===== config.mk =====
export PLATFORM = sky130hd
export DESIGN_NAME = reset_source_status_and_timing
export DESIGN_NICKNAME = d
export VERILOG_FILES = /design/src/design/reset_pkg.sv /design/src/design/reset_source_status_and_timing.sv
export SDC_FILE = /design/constraint.sdc
export NUM_CORES = 1
export LEC_CHECK = 0
export ABC_AREA = 1
export BUFFER_PORTS_ARGS = -buffer_cell sky130_fd_sc_hd__buf_2
export CAP_MARGIN = 20
export CELL_PAD_IN_SITES_DETAIL_PLACEMENT = 1
export CELL_PAD_IN_SITES_GLOBAL_PLACEMENT = 1
export CORE_AREA = 10 10 136 138
export CTS_CLUSTER_SIZE = 30
export DETAILED_ROUTE_END_ITERATION = 8
export DIE_AREA = 0 0 146 148
export PLACE_DENSITY = 0.71
export SLEW_MARGIN = 0
export SYNTH_ARGS = -nofsm -noshare
export SYNTH_HDL_FRONTEND = slang
export SYNTH_SLANG_ARGS = --single-unit

===== constraint.sdc =====
create_clock -name sys_clk_in -period 4 [get_ports sys_clk_in]
set_input_delay 0.2 -clock sys_clk_in [delete_from_list [all_inputs] [get_ports sys_clk_in]]
set_output_delay 0.2 -clock sys_clk_in [all_outputs]
set_load 0.01 [all_outputs]

===== src/design/reset_pkg.sv =====
// Purpose: constants and types of the reset status and sequencing block
// Assumes: 10 MHz system clock, word-indexed register port
// Notes:   widths fixed; times in ns, cycle counts derived below
package reset_pkg;

    localparam logic [3:0]  ADDR_RESET_CAUSE   = 4'h0;
    localparam logic [3:0]  ADDR_BATTERY       = 4'h1;

    localparam int          B_TRAP             = 15;
    localparam int          B_ILLEGAL          = 14;
    localparam int          B_DEEP_SLEEP       = 10;
    localparam int          B_MISMATCH         = 9;
    localparam int          B_PIN_RESET        = 7;
    localparam int          B_SOFT_RESET       = 6;
    localparam int          B_SOFT_WDT_EN      = 5;
    localparam int          B_WDT_TIMEOUT      = 4;
    localparam int          B_SLEEP            = 3;
    localparam int          B_IDLE             = 2;
    localparam int          B_BROWNOUT         = 1;
    localparam int          B_POWERON          = 0;

    localparam logic [15:0] RESET_CAUSE_MASK   = 16'hD7FF;
    localparam logic [15:0] RESET_CAUSE_POR    = 16'h0003;
    localparam logic [3:0]  BATTERY_POR        = 4'hE;

    localparam int          PIN_MCLR           = 0;
    localparam int          PIN_VBAT           = 1;
    localparam int          PIN_OSC            = 2;
    localparam logic [2:0]  PIN_INIT           = 3'h1;
    localparam logic [2:0]  PEXIT_INIT         = 3'h5;

    localparam int          CLK_PERIOD_NS      = 100;
    localparam int          T_POR_NS           = 10000;
    localparam int          T_RST_NS           = 2000;
    localparam int          T_VREG_NS          = 10000;
    localparam int          T_CLOCK_FAIL_MONITOR_NS          = 2000;
    localparam logic [8:0]  POR_CYC  = 9'((T_POR_NS + CLK_PERIOD_NS - 1) / CLK_PERIOD_NS);
    localparam logic [8:0]  RST_CYC  = 9'((T_RST_NS + CLK_PERIOD_NS - 1) / CLK_PERIOD_NS);
    localparam logic [8:0]  VREG_CYC = 9'((T_VREG_NS + CLK_PERIOD_NS - 1) / CLK_PERIOD_NS);
    localparam logic [8:0]  CLOCK_FAIL_MONITOR_CYC = 9'((T_CLOCK_FAIL_MONITOR_NS + CLK_PERIOD_NS - 1) / CLK_PERIOD_NS);
    localparam logic [9:0]  OST_LAST           = 10'h3FF;

    localparam logic [1:0]  RT_OTHER           = 2'h0;
    localparam logic [1:0]  RT_BOR             = 2'h1;
    localparam logic [1:0]  RT_POR             = 2'h2;

    typedef enum logic [2:0] {
        ST_HOLD  = 3'b001,
        ST_DELAY = 3'b010,
        ST_RUN   = 3'b100
    } mrst_state_t;

endpackage


===== src/design/reset_source_status_and_timing.sv =====
// Purpose: reset status flags, master reset timing, clock source at reset
// Assumes: event inputs are same-clock pulses; mclr, vbat, osc are pins
// Notes:   status flags live outside the master reset
`timescale 1ns/1ps
module reset_source_status_and_timing
    import reset_pkg::*;
(
    input  wire logic        sys_clk_in,
    input  wire logic        arst_n_in,
    input  wire logic [3:0]  addr_in,
    input  wire logic [15:0] wdata_in,
    input  wire logic        wr_in,
    input  wire logic        rd_in,
    output logic      [15:0] rdata_out,
    input  wire logic        por_req_in,
    input  wire logic        bor_detect_in,
    input  wire logic        brownout_fuse_in,
    input  wire logic        mclr_n_in,
    input  wire logic        wdt_timeout_in,
    input  wire logic        reset_instr_in,
    input  wire logic        trap_conflict_in,
    input  wire logic        illegal_op_in,
    input  wire logic        config_mismatch_in,
    input  wire logic        watchdog_clear_instr_in,
    input  wire logic        power_save_instr_in,
    input  wire logic        power_save_idle_in,
    input  wire logic        deep_sleep_arm_in,
    input  wire logic        supply_brownout_in,
    input  wire logic        supply_poweron_in,
    input  wire logic        battery_poweron_in,
    input  wire logic        vbat_present_in,
    input  wire logic        watchdog_fuse_in,
    input  wire logic        clk_switch_en_in,
    input  wire logic [2:0]  fuse_osc_select_in,
    input  wire logic        osc_switch_done_in,
    input  wire logic [2:0]  osc_switch_sel_in,
    input  wire logic        osc_in,
    input  wire logic        osc_needs_ost_in,
    input  wire logic        pll_used_in,
    input  wire logic        pll_lock_in,
    input  wire logic        two_speed_in,
    input  wire logic        frc_ready_in,
    input  wire logic        clock_fail_monitor_enable_in,
    output logic             master_reset_n_out,
    output logic             por_reset_n_out,
    output logic             wdt_enable_out,
    output logic      [2:0]  current_osc_select_out,
    output logic             clk_on_frc_out,
    output logic             sys_clk_valid_out,
    output logic             clock_fail_monitor_out
);

    typedef struct packed {
        logic [15:0] reset_cause_control;
        logic [3:0]  battery_reset_status;
        logic [15:0] rdata;
        logic [2:0]  s1;
        logic [2:0]  s2;
        logic [2:0]  s3;
        logic [2:0]  lvl;
        logic [2:0]  pexit;
        mrst_state_t state;
        logic [1:0]  rtype;
        logic [8:0]  dcnt;
        logic        mrst_n;
        logic        por_n;
        logic [8:0]  fcnt;
        logic        clock_fail_monitor;
        logic [9:0]  ocnt;
        logic        odone;
        logic [2:0]  current_osc_select;
        logic        on_frc;
        logic        clk_ok;
        logic        wdt_en;
    } regs_t;

    localparam regs_t REGS_INIT = '{
        reset_cause_control:   RESET_CAUSE_POR,
        battery_reset_status:  BATTERY_POR,
        rdata:  16'h0000,
        s1:     PIN_INIT,
        s2:     PIN_INIT,
        s3:     PIN_INIT,
        lvl:    PIN_INIT,
        pexit:  PEXIT_INIT,
        state:  ST_HOLD,
        rtype:  RT_POR,
        dcnt:   9'h000,
        mrst_n: 1'b0,
        por_n:  1'b0,
        fcnt:   9'h000,
        clock_fail_monitor:   1'b0,
        ocnt:   10'h000,
        odone:  1'b0,
        current_osc_select:   3'h0,
        on_frc: 1'b0,
        clk_ok: 1'b0,
        wdt_en: 1'b1
    };

    function automatic logic [1:0] rt_max(input logic [1:0] a, input logic [1:0] b);
        rt_max = (a > b) ? a : b;
    endfunction

    function automatic logic [8:0] rt_delay(input logic [1:0] rt);
        case (rt)
            RT_POR:  rt_delay = 9'(POR_CYC + VREG_CYC + RST_CYC);
            RT_BOR:  rt_delay = 9'(VREG_CYC + RST_CYC);
            default: rt_delay = RST_CYC;
        endcase
    endfunction

    logic [1:0]  rst_sync_q;
    logic        rst_n;
    regs_t       q;
    regs_t       d;
    logic        mclr_act;
    logic        bor_rst;
    logic        src;
    logic [1:0]  stype;
    logic        osc_edge;
    logic        vbat_exit;
    logic        prim_ok;
    logic [15:0] set1;
    logic [15:0] clr1;
    logic [15:0] base1;
    logic [3:0]  base2;

    ////////////////////////////////////////////////////////////////////////
    // reset release
    always_ff @(posedge sys_clk_in or negedge arst_n_in) begin
        if (!arst_n_in) begin
            rst_sync_q <= 2'b00;
        end else begin
            rst_sync_q <= {rst_sync_q[0], 1'b1};
        end
    end
    assign rst_n = rst_sync_q[1];

    ////////////////////////////////////////////////////////////////////////
    // next state
    always_comb begin
        d = q;
        // pin synchronisers, level taken once stages two and three agree
        d.s1 = {osc_in, vbat_present_in, mclr_n_in};
        d.s2 = q.s1;
        d.s3 = q.s2;
        for (int i = 0; i < 3; i++) begin
            if (q.s2[i] == q.s3[i]) begin
                d.lvl[i] = q.s2[i];
            end
        end
        osc_edge = q.s2[PIN_OSC] & q.s3[PIN_OSC] & ~q.lvl[PIN_OSC];

        // reset sources
        mclr_act = ~q.lvl[PIN_MCLR];
        bor_rst  = bor_detect_in & brownout_fuse_in;
        src = por_req_in | bor_rst | mclr_act | wdt_timeout_in | reset_instr_in
            | trap_conflict_in | illegal_op_in | config_mismatch_in;
        stype = por_req_in ? RT_POR : (bor_rst ? RT_BOR : RT_OTHER);

        // reset-control flags
        set1 = 16'h0000;
        clr1 = 16'h0000;
        set1[B_TRAP]        = trap_conflict_in;
        set1[B_ILLEGAL]     = illegal_op_in;
        set1[B_MISMATCH]    = config_mismatch_in;
        set1[B_PIN_RESET]   = mclr_act & ~q.reset_cause_control[B_PIN_RESET];
        set1[B_SOFT_RESET]  = reset_instr_in;
        set1[B_WDT_TIMEOUT] = wdt_timeout_in;
        set1[B_SLEEP]       = power_save_instr_in & ~power_save_idle_in;
        set1[B_DEEP_SLEEP]  = power_save_instr_in & ~power_save_idle_in
                            & deep_sleep_arm_in;
        set1[B_IDLE]        = power_save_instr_in & power_save_idle_in;
        set1[B_BROWNOUT]    = bor_rst | por_req_in;
        set1[B_POWERON]     = por_req_in;
        clr1[B_WDT_TIMEOUT] = watchdog_clear_instr_in | power_save_instr_in;
        if (wr_in && addr_in == ADDR_RESET_CAUSE) begin
            base1 = wdata_in;
        end else begin
            base1 = q.reset_cause_control & ~clr1;
        end
        if (por_req_in) begin
            base1 = RESET_CAUSE_POR;
        end
        d.reset_cause_control = (base1 | set1) & RESET_CAUSE_MASK;

        // battery-domain flags, clear by writing zero
        if (q.pexit != 3'h0) begin
            d.pexit = q.pexit - 3'h1;
        end
        vbat_exit = ((q.pexit == 3'h1)
                  | (q.state == ST_DELAY && q.rtype == RT_POR && q.dcnt <= 9'h001 && !src))
                  & q.lvl[PIN_VBAT];
        if (wr_in && addr_in == ADDR_BATTERY) begin
            base2 = q.battery_reset_status & wdata_in[3:0];
        end else begin
            base2 = q.battery_reset_status;
        end
        d.battery_reset_status = base2 | {supply_brownout_in, supply_poweron_in,
                           battery_poweron_in, vbat_exit};

        // register read, one cycle later, zero otherwise
        d.rdata = 16'h0000;
        if (rd_in) begin
            case (addr_in)
                ADDR_RESET_CAUSE: d.rdata = q.reset_cause_control;
                ADDR_BATTERY:     d.rdata = {12'h000, q.battery_reset_status};
                default:          d.rdata = 16'h0000;
            endcase
        end

        // master reset sequence
        case (q.state)
            ST_RUN: begin
                if (src) begin
                    d.state = ST_HOLD;
                    d.rtype = stype;
                end
            end
            ST_HOLD: begin
                if (src) begin
                    d.rtype = rt_max(q.rtype, stype);
                end else begin
                    d.state = ST_DELAY;
                    d.dcnt  = rt_delay(q.rtype);
                end
            end
            ST_DELAY: begin
                if (src) begin
                    d.state = ST_HOLD;
                    d.rtype = rt_max(q.rtype, stype);
                end else if (q.dcnt <= 9'h001) begin
                    d.state = ST_RUN;
                    if (!clk_switch_en_in || q.rtype != RT_OTHER) begin
                        d.current_osc_select = fuse_osc_select_in;
                    end
                end else begin
                    d.dcnt = q.dcnt - 9'h001;
                end
            end
            default: begin
                d.state = ST_HOLD;
            end
        endcase
        if (q.state == ST_RUN && !src && osc_switch_done_in) begin
            d.current_osc_select = osc_switch_sel_in;
        end
        d.mrst_n = (d.state == ST_RUN);
        d.por_n  = d.mrst_n | (d.rtype != RT_POR);

        // start-up timer, independent of master reset delay
        if (src && stype != RT_OTHER) begin
            d.ocnt  = 10'h000;
            d.odone = ~osc_needs_ost_in;
        end else if (!osc_needs_ost_in) begin
            d.odone = 1'b1;
        end else if (osc_edge && !q.odone) begin
            if (q.ocnt == OST_LAST) begin
                d.odone = 1'b1;
            end else begin
                d.ocnt = q.ocnt + 10'h001;
            end
        end
        prim_ok  = q.odone & (~pll_used_in | pll_lock_in);
        d.on_frc = two_speed_in & ~prim_ok;
        d.clk_ok = prim_ok | (two_speed_in & frc_ready_in);

        // clock-fail monitor delay after release
        if (!d.mrst_n) begin
            d.fcnt = 9'h000;
            d.clock_fail_monitor = 1'b0;
        end else if (q.fcnt != CLOCK_FAIL_MONITOR_CYC) begin
            d.fcnt = q.fcnt + 9'h001;
        end else begin
            d.clock_fail_monitor = clock_fail_monitor_enable_in;
        end

        d.wdt_en = watchdog_fuse_in | d.reset_cause_control[B_SOFT_WDT_EN];
    end

    ////////////////////////////////////////////////////////////////////////
    // state register
    always_ff @(posedge sys_clk_in or negedge rst_n) begin
        if (!rst_n) begin
            q <= REGS_INIT;
        end else begin
            q <= d;
        end
    end

    ////////////////////////////////////////////////////////////////////////
    // outputs
    assign rdata_out              = q.rdata;
    assign master_reset_n_out     = q.mrst_n;
    assign por_reset_n_out        = q.por_n;
    assign wdt_enable_out         = q.wdt_en;
    assign current_osc_select_out = q.current_osc_select;
    assign clk_on_frc_out         = q.on_frc;
    assign sys_clk_valid_out      = q.clk_ok;
    assign clock_fail_monitor_out = q.clock_fail_monitor;

endmodule


* Word level (Yosys, flattened, before mapping) *
Cells that the tools add are included.

storage, ports and cells
  flip-flop bits (word level) = 94
  output and inout bits = 25
  logic and storage cells = 151

operators by class
  add/sub/neg operators = 4
  order comparisons = 2
  equal/unequal tests = 23
  mux-type cells = 34
  bitwise logic cells = 36
  reduce and logical (&&, ||, !) cells = 28

operators by type and width
  kind                   count
  $mux 16                3
  $mux 9                 4
  $pmux 16 s2            1
  $mux 10                3
  $mux 3                 8
  $mux 11                2
  $pmux 9 s2             1
  $and 16x16->16         1
  $not 5->16             1
  $or 16x16->16          1
  $pmux 8 s2             1
  $reduce_bool 2->1      8
  $or 1x1->1             13
  $ne 2x2->1 const B     6
  $and 1x1->1            11
  $add 10x1->10 const B  1
  $eq 10x10->1 const B   1
  $add 9x1->9 const B    1
  $le 9x1->1 const B     1
  $logic_and 1x1->1      9
  $ne 9x5->1 const B     1
  $pmux 3 s3             1
  $sub 9x1->9 const B    1
  $reduce_and 4->1       2
  26 further kinds       45

* Logic depth before layout (Yosys ltp) *
  word-level depth = 13
  gate-level depth with buffers = 11
  depth with buffers taken out = 11

* Least setup slack after synthesis *
OpenSTA, ideal clock, no wires.

  path type = register -> register
  start point = register q[39] (netlist name)
  end point = register q, in the netlist por_reset_n_out
  setup time = 0.122 ns
  data arrival time = 1.392 ns
  slack = 2.486 ns
  stages on the path, launching flop included = 9
  buffers on the path = 0
  cells stage by stage = dfstp_2 inv_1 ha_1 o21bai_1 nand3_1 nand2_1 a21oi_1 nor2_1 nand2_1

RTL lines
  item                    RTL line                               RTL
  from (decl)             reset_source_status_and_timing.sv:115  regs_t q;
  from (signal assigned)  reset_source_status_and_timing.sv:286  q <= REGS_INIT;
  from (signal assigned)  reset_source_status_and_timing.sv:288  q <= d;

* Worst setup path in the final report *
  start point = register q[7] (netlist name)
  end point = register q[10] (netlist name)

between the ends
  cells in the longest elaborated chain, start to end = 5
  elaborated cells on any way between the ends = 8
  classes of those cells = add/sub (1); eq/ne (2); mux (4); reduce/logical (1)

RTL lines
  item           RTL line                               RTL
  $add 10x1->10  reset_source_status_and_timing.sv:262  d.ocnt = q.ocnt + 10'h001;
  $mux 10        reset_source_status_and_timing.sv:259  if (q.ocnt == OST_LAST) begin
  $mux 11        reset_source_status_and_timing.sv:258  end else if (osc_edge && !q.odone) begin
  $mux 10        reset_source_status_and_timing.sv:256  end else if (!osc_needs_ost_in) begin
  $mux 11        reset_source_status_and_timing.sv:253  if (src && stype != RT_OTHER) begin

Parallel ways exist; a longest one is shown, timed or not. The select of a mux whose other input is x is not followed.
A chain may end at the register's enable or synchronous reset.

==> run_results.csv <==
group,metric,value,unit
route,routedWlPerCell,14.0,um
sta,drv_slew,0,
worst_setup_path,cp_max_fo,10,
pwr,power_density,392,nW/um^2
clock_tree,cts_buffer_depth,2,
synthesis,synth_top_area_cell,"dfrtp_1",
floorplanning,die-area,21600,um^2
global_routing,grt_pass1_vias,4181,
clock_tree,cts_tree,"done",
clock_tree,cts_resized,0,
synthesis,yosysSeqAreaShare,50.1,%
worst_setup_path,cp_slowest_stage_delay,470,ps
synthesis,syn_area,4630,um^2
route,routed_via_density,4.47,
route,drtIter0Drc,118,
synthesis,ys_ff_latch,92,
sta,hold_viol_final,0,
clock_tree,post-cts-setup-buffer-count,0,
clock_tree,hold_buffers,4,
synthesis,yosys.area.top_type_share,42.1,%
synthesis,synth-async-reset-ratio,100,%
sta,skew,10.8,ps
worst_setup_path,path_cells,"ha_1, nand2_1, nor2_2, nand4_1, nand2_2, nand2_1, o21ai_1",
final_layout,nFillCells,1877,
global_routing,grt_util_met3,3.30,%
sta,clock.fmax,537,MHz
clock_tree,cts_sinks,92,
synthesis,syn_inst,539,
clock_tree,clkLatencyLatePin,350,ps
clock_tree,h-tree-depth,3,
sta,finalSetupViolCount,0,
synthesis,yosys-top-cells-area,"dfrtp_1 (42%), nand2_1 (10%), dfstp_2 (7.9%)",
final_layout,fin_util,35.0,%
synthesis,synthFlopType,"dfrtp_1",
worst_setup_path,worstSetupStartpointType,"flip-flop",
worst_setup_path,cpMostUsedCell,"nand2_1",
synthesis,synth-edff-count,0,
min_path,whs_path_depth,3,
global_routing,track_usage,11.3,%
pwr,peakVddDrop,190,uV
global_routing,grt_overflow,0,
placement,gp_congestion,0.824,
clock_tree,path_clk_slew,70,ps
floorplanning,die_w,146,um
min_path,hold_class,"input port to flip-flop",
sta,slew_headroom,40.4,%
worst_setup_path,ff2ff_path_depth,7,
route,drc_errors,0,
run,max_cap_violations,0,
sta,fin_tns_setup,0,ps
sta,fin_crit_sh,46.6,%
synthesis,synth_warnings,0,
run_status,outcome,"finished, final reports clean",
global_routing,top_usage_layer,"met2",
final_layout,drive_gt1_share,22.3,%
final_layout,final_common_cell,"nand2_1",
global_routing,grt_pass1_wl,20.0,mm
route,num_vias,3711,
floorplanning,io_pins,82,
final_layout,seq_area,2320,um^2
worst_setup_path,cp.arrival,2130,ps
global_routing,grt_max_degree,68,
synthesis,synth.avg_cell_area,8.60,um^2
worst_setup_path,path_class,"flip-flop to flip-flop",
floorplanning,fp.dieH,148,um
placement,dp_hpwl,9.02,mm
worst_setup_path,end_kind,"flip-flop",
synthesis,synthDistinctLibCells,38,
clock_tree,cts_root_buf,"clkbuf_16",
route,ant_nets,0,
worst_setup_path,crit_required,4270,ps
worst_setup_path,cpMaxStageDelayCell,"dfrtp_1",
floorplanning,initial_utilization,29.5,%
final_layout,syn_to_final_growth,18.8,%
sta,rsz0062_at_grt,"no",
final_layout,mostFrequentLayoutCells,"nand2_1 (127), dfrtp_1 (77), buf_2 (77), inv_1 (68), nand3_1 (61)",
sta,min_period,1860,ps
final_layout,nets,682,
global_routing,use_met1,13.1,%
global_routing,antenna_found_initial,2,
route,wl,11.6,mm
placement,io_buffer_count,77,
clock_tree,cts_made_buffers,9,
pwr,p_leak,0.00280,uW
floorplanning,rows,46,
global_routing,use_met2,19.1,%
route,dr.pass1.iters,4,
sta,worstMarginPinSlew,894,ps
final_layout,multi_input_area,1870,um^2
floorplanning,coreArea,15700,um^2
==> cell type report <==
cell class | instances | share of cell area (%)
Clock inverter | 6 | 1.68
Sequential cell | 92 | 42.2
Antenna cell | 1 | 0.0455
Clock buffer | 10 | 4.34
Tap cell | 216 | 4.91
Inverter | 74 | 5.05
Timing Repair Buffer | 82 | 7.86
Multi-Input combinational cell | 350 | 33.9
==> cell usage after synthesis, types with 2 or more instances <==
library cell / count
a21oi_1: 6
buf_4: 20
clkbuf_1: 3
conb_1: 2
dfrtp_1: 78
dfstp_2: 14
ha_1: 16
inv_1: 68
inv_2: 6
maj3_1: 2
nand2_1: 127
nand2_2: 6
nand3_1: 61
nand3_2: 2
nand3b_1: 3
nand4_1: 10
nor2_1: 44
nor2_2: 4
nor3_1: 6
o211ai_1: 6
o21ai_0: 18
o21ai_1: 6
o21bai_1: 2
xnor2_1: 3
xor2_1: 13
==> critical path, delay by kind of cell, from the launching register on <==
family | cells | cell delay (ps)
flops | 1 | 470
fa+ha+maj | 1 | 240
simple gates | 5 | 880
compound gates | 1 | 190
==> routing by layer <==
layer / vias up / part of all wire, %
met3: 15 / 4.2
met2: 62 / 49
met1: 1803 / 45
li1: 1829 / -
met5: - / 0.11
met4: 2 / 1.7
==> final timing paths <==
path | startpoint | end | slack [ps]
worst max-delay path | q[7] | q[10] | 2140
worst min-delay path | battery_poweron_in | q[75] | 30
worst max register to register | q[7] | q[10] | 2140
worst min register to register | d[54] | d[51] | 350
max in group asynchronous | rst_sync_q[1] | q[79] | 2630
min in group asynchronous | arst_n_in | rst_sync_q[0] | 160
==> flip-flops by register name, summed over array words and instances, names as in the netlist <==
name and flops:
q 61, rdata_out 14, d 6, current_osc_select_out 3, rst_sync_q 2, clk_on_frc_out 1, clock_fail_monitor_out 1, master_reset_n_out 1
por_reset_n_out 1, sys_clk_valid_out 1, wdt_enable_out 1
==> stage by stage <==
step           power, uW  instances  instance area [um^2]  setup WS [ps]  hold slack (ps)
6_report            2160        831                  5510           2140             33.3
5_1_grt             2280        830                  5500           1950             22.9
4_1_cts             2200        830                  5500           2120             20.7
3_5_place_dp        1230        810                  5130           2090            -14.2
3_3_place_gp        1220        810                  5130           2170            -14.9
2_1_floorplan       1140        540                  4640           1270            -95.6
==> cells by family (layout without fill, tap and decap cells) <==
| family | after synthesis | in the layout | synth area share (%) |
|---|---|---|---|
| AOI/OAI and AO/OA | 42 | 42 | 5.59 |
| buffers and inverters | 98 | 172 | 9.72 |
| muxes | 1 | 1 | 0.243 |
| and+or+nand+nor | 270 | 270 | 26.4 |
| other | 2 | 4 | 0.162 |
| adders and majority gates | 18 | 18 | 4.75 |
| DFF | 92 | 92 | 50.1 |
| xor gates and xnor gates | 16 | 16 | 3.02 |
==> power by group <==
group	internal (uW)	leakage (uW)	total [uW]	switching (uW)
Sequential	977	0.00116	1020	41.9
Combinational	74.4	0.00148	195	121
Clock	570	0.000161	947	377
No activity file was read; power rests on OpenSTA's default activity.
